## src/shift_reg_defs.vh

```
// Purpose: Constants for the parallel-load serial shift register
// Assumes: Included by name from the design file
// Notes: Definitions only
`ifndef SHIFT_REG_DEFS_VH
`define SHIFT_REG_DEFS_VH
`define SR_WIDTH 8
`define SR_SYNC_STAGES 3
`define SR_SYNC_RESET 3'h0
`define SR_SYNC_SET 3'h7
`define SR_STAGE_RESET 8'h00
`define SR_BIT_LOW 1'b0
`define SR_BIT_HIGH 1'b1
`endif

```

## src/parallel_load_serial_shift_register.v

```verilog
// Purpose: Eight-stage parallel-in, serial-out shift register with dual shift clocks
// Assumes: All pin inputs are asynchronous to clk_sys and much slower than it
// Notes: Load is level sensitive; shifting uses the OR of both clocks, edge detected
`timescale 1ns/1ns
`include "shift_reg_defs.vh"

// Behaviour
// RULE_01: While load strobe is low, all parallel inputs are copied into the stages.
// RULE_02: No shifting happens while the load strobe is held low.
// RULE_03: Last stage drives true and complemented outputs, highest bit first.
// RULE_04: Each shift moves serial input into stage zero, others take previous stage.
// RULE_05: One shift per rising edge on either clock while load is high.
// RULE_06: Both clocks work alone or together through one combined clock.
// RULE_07: A clock held high acts as a disable for the other clock.
// RULE_08: Driver raises an enable clock only while the other clock is high.
// RULE_09: Combined clock is OR of both inputs, with one sampled edge detector.
module parallel_load_serial_shift_register
#(
	parameter WIDTH = `SR_WIDTH
)
(
	input wire clk_sys,
	input wire reset_n,
	input wire load_strobe_n,
	input wire [WIDTH-1:0] parallel_in,
	input wire serial_in,
	input wire shift_clock_a,
	input wire shift_clock_b,
	output reg last_stage_out,
	output reg last_stage_out_n
);
	reg [2:0] load_sync_ff;
	reg [2:0] ser_sync_ff;
	reg [2:0] clka_sync_ff;
	reg [2:0] clkb_sync_ff;
	reg [WIDTH-1:0] par_sync1_ff;
	reg [WIDTH-1:0] par_sync2_ff;
	reg [WIDTH-1:0] par_sync3_ff;
	reg [WIDTH-1:0] par_ff;
	reg [WIDTH-1:0] nxt_par;
	wire [WIDTH-1:0] par_agree;
	reg load_n_ff;
	reg clka_ff;
	reg clkb_ff;
	reg comb_clk_ff;
	reg [WIDTH-1:0] stage_ff;
	reg [WIDTH-1:0] nxt_stage;
	reg nxt_load_n;
	reg nxt_clka;
	reg nxt_clkb;
	wire comb_clk;
	wire shift_edge;

	// Three-flop synchronisers; every level except serial_in is accepted once stages two and three agree
	always @(posedge clk_sys or negedge reset_n)
	begin
		if (!reset_n)
		begin
			// Load restarts at its idle high level so release causes no false load
			load_sync_ff <= `SR_SYNC_SET;
			ser_sync_ff <= `SR_SYNC_RESET;
			clka_sync_ff <= `SR_SYNC_RESET;
			clkb_sync_ff <= `SR_SYNC_RESET;
			par_sync1_ff <= `SR_STAGE_RESET;
			par_sync2_ff <= `SR_STAGE_RESET;
			par_sync3_ff <= `SR_STAGE_RESET;
		end
		else
		begin
			load_sync_ff <= {load_sync_ff[1:0], load_strobe_n};
			ser_sync_ff <= {ser_sync_ff[1:0], serial_in};
			clka_sync_ff <= {clka_sync_ff[1:0], shift_clock_a};
			clkb_sync_ff <= {clkb_sync_ff[1:0], shift_clock_b};
			par_sync1_ff <= parallel_in;
			par_sync2_ff <= par_sync1_ff;
			par_sync3_ff <= par_sync2_ff;
		end
	end

	// Per-bit agreement of the later stages; a settling bit keeps its old level
	assign par_agree = ~(par_sync2_ff ^ par_sync3_ff);

	// Filtered parallel word, each bit accepted on its own
	always @*
	begin
		nxt_par = (par_ff & ~par_agree) | (par_sync3_ff & par_agree);
	end

	// Filtered levels only change when the two later stages agree
	always @*
	begin
		nxt_load_n = load_n_ff;
		nxt_clka = clka_ff;
		nxt_clkb = clkb_ff;
		if (load_sync_ff[1] == load_sync_ff[2])
			nxt_load_n = load_sync_ff[2];
		if (clka_sync_ff[1] == clka_sync_ff[2])
			nxt_clka = clka_sync_ff[2];
		if (clkb_sync_ff[1] == clkb_sync_ff[2])
			nxt_clkb = clkb_sync_ff[2];
	end

	// Combined clock: a high clock masks the other, so either acts as an enable
	assign comb_clk = clka_ff | clkb_ff; // see RULE_09 see RULE_06 see RULE_07
	// Relies on the driver raising an enable only while the other clock is high
	assign shift_edge = comb_clk & ~comb_clk_ff; // see RULE_05 see RULE_08

	// Load has priority and holds off every shift while low
	always @*
	begin
		nxt_stage = stage_ff;
		if (!load_n_ff)
			nxt_stage = par_ff; // see RULE_01 see RULE_02
		else if (shift_edge)
			nxt_stage = {stage_ff[WIDTH-2:0], ser_sync_ff[2]}; // see RULE_04
	end

	// Stage register and edge history; outputs come straight from flip-flops
	always @(posedge clk_sys or negedge reset_n)
	begin
		if (!reset_n)
		begin
			load_n_ff <= `SR_BIT_HIGH;
			clka_ff <= `SR_BIT_LOW;
			clkb_ff <= `SR_BIT_LOW;
			comb_clk_ff <= `SR_BIT_LOW;
			par_ff <= `SR_STAGE_RESET;
			stage_ff <= `SR_STAGE_RESET;
			last_stage_out <= `SR_BIT_LOW;
			last_stage_out_n <= `SR_BIT_HIGH;
		end
		else
		begin
			load_n_ff <= nxt_load_n;
			clka_ff <= nxt_clka;
			clkb_ff <= nxt_clkb;
			// A clock edge seen during load is consumed, never replayed later
			comb_clk_ff <= comb_clk;
			// Same latency as the load level, so both arrive in one cycle
			par_ff <= nxt_par;
			stage_ff <= nxt_stage;
			last_stage_out <= nxt_stage[WIDTH-1]; // see RULE_03
			last_stage_out_n <= ~nxt_stage[WIDTH-1]; // see RULE_03
		end
	end
endmodule

```

## config.mk

```make
export PLATFORM = sky130hd
export DESIGN_NAME = parallel_load_serial_shift_register
export DESIGN_NICKNAME = d
export VERILOG_FILES = /design/src/parallel_load_serial_shift_register.v
export VERILOG_INCLUDE_DIRS = /design/src
export SDC_FILE = /design/constraint.sdc
export NUM_CORES = 1
export LEC_CHECK = 0
export BUFFER_PORTS_ARGS = -buffer_cell sky130_fd_sc_hd__buf_2
export CAP_MARGIN = 20
export CORE_MARGIN = 2
export CORE_UTILIZATION = 55
export DETAILED_ROUTE_END_ITERATION = 7
export PLACE_DENSITY_LB_ADDON = 0.3
export REMOVE_ABC_BUFFERS = 1
export SYNTH_ARGS = -nofsm -noshare
export SYNTH_HDL_FRONTEND = slang
export SYNTH_SLANG_ARGS = --single-unit
```

## constraint.sdc

```tcl
create_clock -name clk_sys -period 1.6 [get_ports clk_sys]
set_input_delay 0.08 -clock clk_sys [delete_from_list [all_inputs] [get_ports clk_sys]]
set_output_delay 0.08 -clock clk_sys [all_outputs]
set_load 0.02 [all_outputs]
```

==> summary.md <==
| Metric | Value |
|---|---|
| Area after DPL | `about 0.0019 mm2` |
| Clk Latency, worst-skew pair | `0.37 ns` |
| Cell Count, Final, Fillers Out | `just under 200` |
| Finished Core Util | `70.6%` |
| Clock Sinks | `57` |
| Synth area leader | `dfrtp_1` |
| Drt first pass iters | `4` |
| RSZ-0062 raised after global routing | `false` |
| Final HPWL DP | `about 1500 um` |
| Worst vdd ir | `0.728 mV` |
| # Post-CTS Setup Buffers | `0` |
| Largest net degree at the start of global routing | `36` |
| Avg WL per Cell | `roughly 12 um` |
| Starting Density | `between 50% and 60%` |
| Leakage | `0.955 nW` |
| Boundary Pins | `16` |
| Max Slew Vio Count | `0` |
| Layout area overhead | `22.7%` |
| Xor/xnor share of the synthesized area | `0%` |
| Synth warnings | `0` |
| Final setup vio count | `0` |
| Cell variety after synth | `13` |
| Final count of hold timing violations | `0` |
| Synth Register Bits | `57` |
| Remaining DRCs | `0` |
| Simple-Gate Fraction of Synth Area | `5.67%` |
| WHS | `between 0.2 and 0.25 ns` |
| CTS clk-pin slew, worst paths | `about 0.09 ns` |
| Overflow after GRT | `0` |
| Aggregate global-route resource usage | `about 16%` |
| ANT cells | `0` |
| Worst Tran Pin Value | `between 0.5 and 0.6 ns` |
| Final instance area | `approximately 0.0021 mm2` |
| Seq/Total Area, Yosys | `between 80% and 90%` |
| Num rows | `20` |
| Die height | `between 60 and 70 um` |
| Area share of the largest cell type after synthesis | `approximately 75%` |
| Status | `completed` |
| Slew headroom | `66.4%` |
| Fraction of layout cells with a size suffix above 1 | `26.8%` |
| H-tree levels | `3` |
| DP Cell Count | `roughly 160` |
| CP Max Fanout | `8` |
| Setup TNS | `0 ns` |
| HP Class | `in2async` |
| Mapped Avg Cell Area | `roughly 16 um2` |
| Min Tclk post-route | `1.14 ns` |
| Crit path DAT | `between 1 and 1.5 ns` |
| GPL Wtd Cong | `0.668` |
| Post-Synth Adder-Cell Area | `~6.3%` |
| Vias in the first global route | `slightly above 900` |
| Setup Crit Path Kind | `reg2reg` |
| CTS tree | `built` |
| Worst setup SP type | `flop` |
| Compound-Gate Fraction of Synth Area | `approximately 4.6%` |
| Final Net Count | `158` |
| Vias after detailed routing | `941` |
| Worst EP required | `between 1.5 and 2 ns` |
| Fmax | `0.877 GHz` |
| Number of synthesized flops with an enable pin | `0` |
| Layout filler cell count | `206` |
| First-pass GRT wire length | `around 3900 um` |
| Most frequent cell after synthesis | `dfrtp_1` |
| Synth top area cells | `dfrtp_1, dfstp_2, maj3_1` |
| Mapped Cells | `107` |
| Vias/cell | `roughly 4.9` |
| Final WL | `roughly 2300 um` |
| Die area | `about 0.0036 mm2` |
| Clock buffer depth | `2` |
| Synth top cells by count | `dfrtp_1, nand2_1, maj3_1` |
| Core area | `0.00303 mm2` |
| Mux cell area share after synthesis | `0%` |
| Post-synthesis async set-or-reset flop share | `100%` |
| DIE WIDTH | `60.3 um` |
| Ys flop type | `dfrtp_1` |
| PD cells | `about 1300 mW/mm2` |
| Tcrit/Tclk final | `a little under three quarters` |
| CTS root buf | `clkbuf_4` |
| Clk_skew | `approximately 0.0078 ns` |
| I/O Buffers | `15` |
| Antenna-violating nets left | `0` |
| CTS Buf Count | `9` |
| Mapped Area | `between 0.0015 and 0.002 mm2` |
| 1st-iter DRT viols | `50` |
| Setup crit end kind | `flop` |
| PostCTS Resize Cnt | `0` |
| Max cap viols | `0` |
| Initial antenna violation count | `0` |
| Main combinational cell family by area after synthesis | `adder cells` |
[critical path, stage by stage (launching register included)]
cell and delay [ns]:
dfrtp_1 0.42, o21bai_2 0.32, nand2_1 0.12, a31o_1 0.22
[cell usage in the layout (no fill, tap or decap)]
cell type / count
buf_2: 15
maj3_1: 11
clkinv_2: 2
nand2_1: 15
clkbuf_8: 4
buf_12: 1
nor2_1: 8
clkbuf_4: 9
dlygate4sd3_1: 13
dfstp_2: 5
dfrtp_1: 52
clkbuf_1: 1
a31o_1: 1
o21ba_2: 1
nand2_2: 1
a31oi_1: 8
or2_2: 1
o21bai_2: 1
[logic make-up after synthesis]
kind of cell / after synthesis
flip-flops: 57
adder cells (fa/ha/maj): 11
buffers and inverters: 3
AO/OA/AOI/OAI: 11
AND/OR/NAND/NOR: 25
[per-layer routing]
metal	global-route usage, %	share of wire [%]
met5	0	0
met4	9.52	1.3
met3	8.44	5.0
met2	24.4	50
met1	18.4	44
[power by group]
group          leakage, nW  internal (mW)  total [mW]  switching, mW
Clock               0.0792          0.487       0.960          0.473
Sequential           0.655           1.57        1.64         0.0737
Combinational        0.221          0.104       0.211          0.107
[through the flow]
| stage | total power [mW] | worst slack (ns) |
|---|---|---|
| floorplan | 1.76 | 0.577 |
| global placement | 1.84 | 0.516 |
| detailed placement | 1.86 | 0.461 |
| CTS | 2.85 | 0.442 |
| global route | 2.95 | 0.335 |
| finish | 2.81 | 0.460 |
[path summary, 6_finish.rpt]
path	slack, ns	cells after the start	startpoint	to
worst max-delay path	0.46	3	clkb_ff	last_stage_out_n
worst min-delay path	0.20	2	reset_n	par_sync2_ff[7]
worst max register to register	0.46	3	clkb_ff	last_stage_out_n
worst min register to register	0.35	0	ser_sync_ff[0]	ser_sync_ff[1]
max in group asynchronous	0.80	3	reset_n	last_stage_out_n
min in group clk_sys	0.34	2	shift_clock_a	clka_sync_ff[0]
[cell type report]
class                   instances  area [um2]  share of cell area, %
clock buffers                  14         126                   5.91
clock inverters                 2        10.0                  0.468
multi-input cells              47         289                   13.5
flip-flops and latches         57        1430                   67.0
well taps                      44        55.1                   2.57
repair buffers                 29         225                   10.5
[repair_timing]
| action | CTS | global route |
|---|---|---|
| hold buffers | 13 | 0 |
| setup endpoints to repair | 0 | 0 |
| hold endpoints to repair | 34 | 0 |
Power figures use the tool's default switching activity.
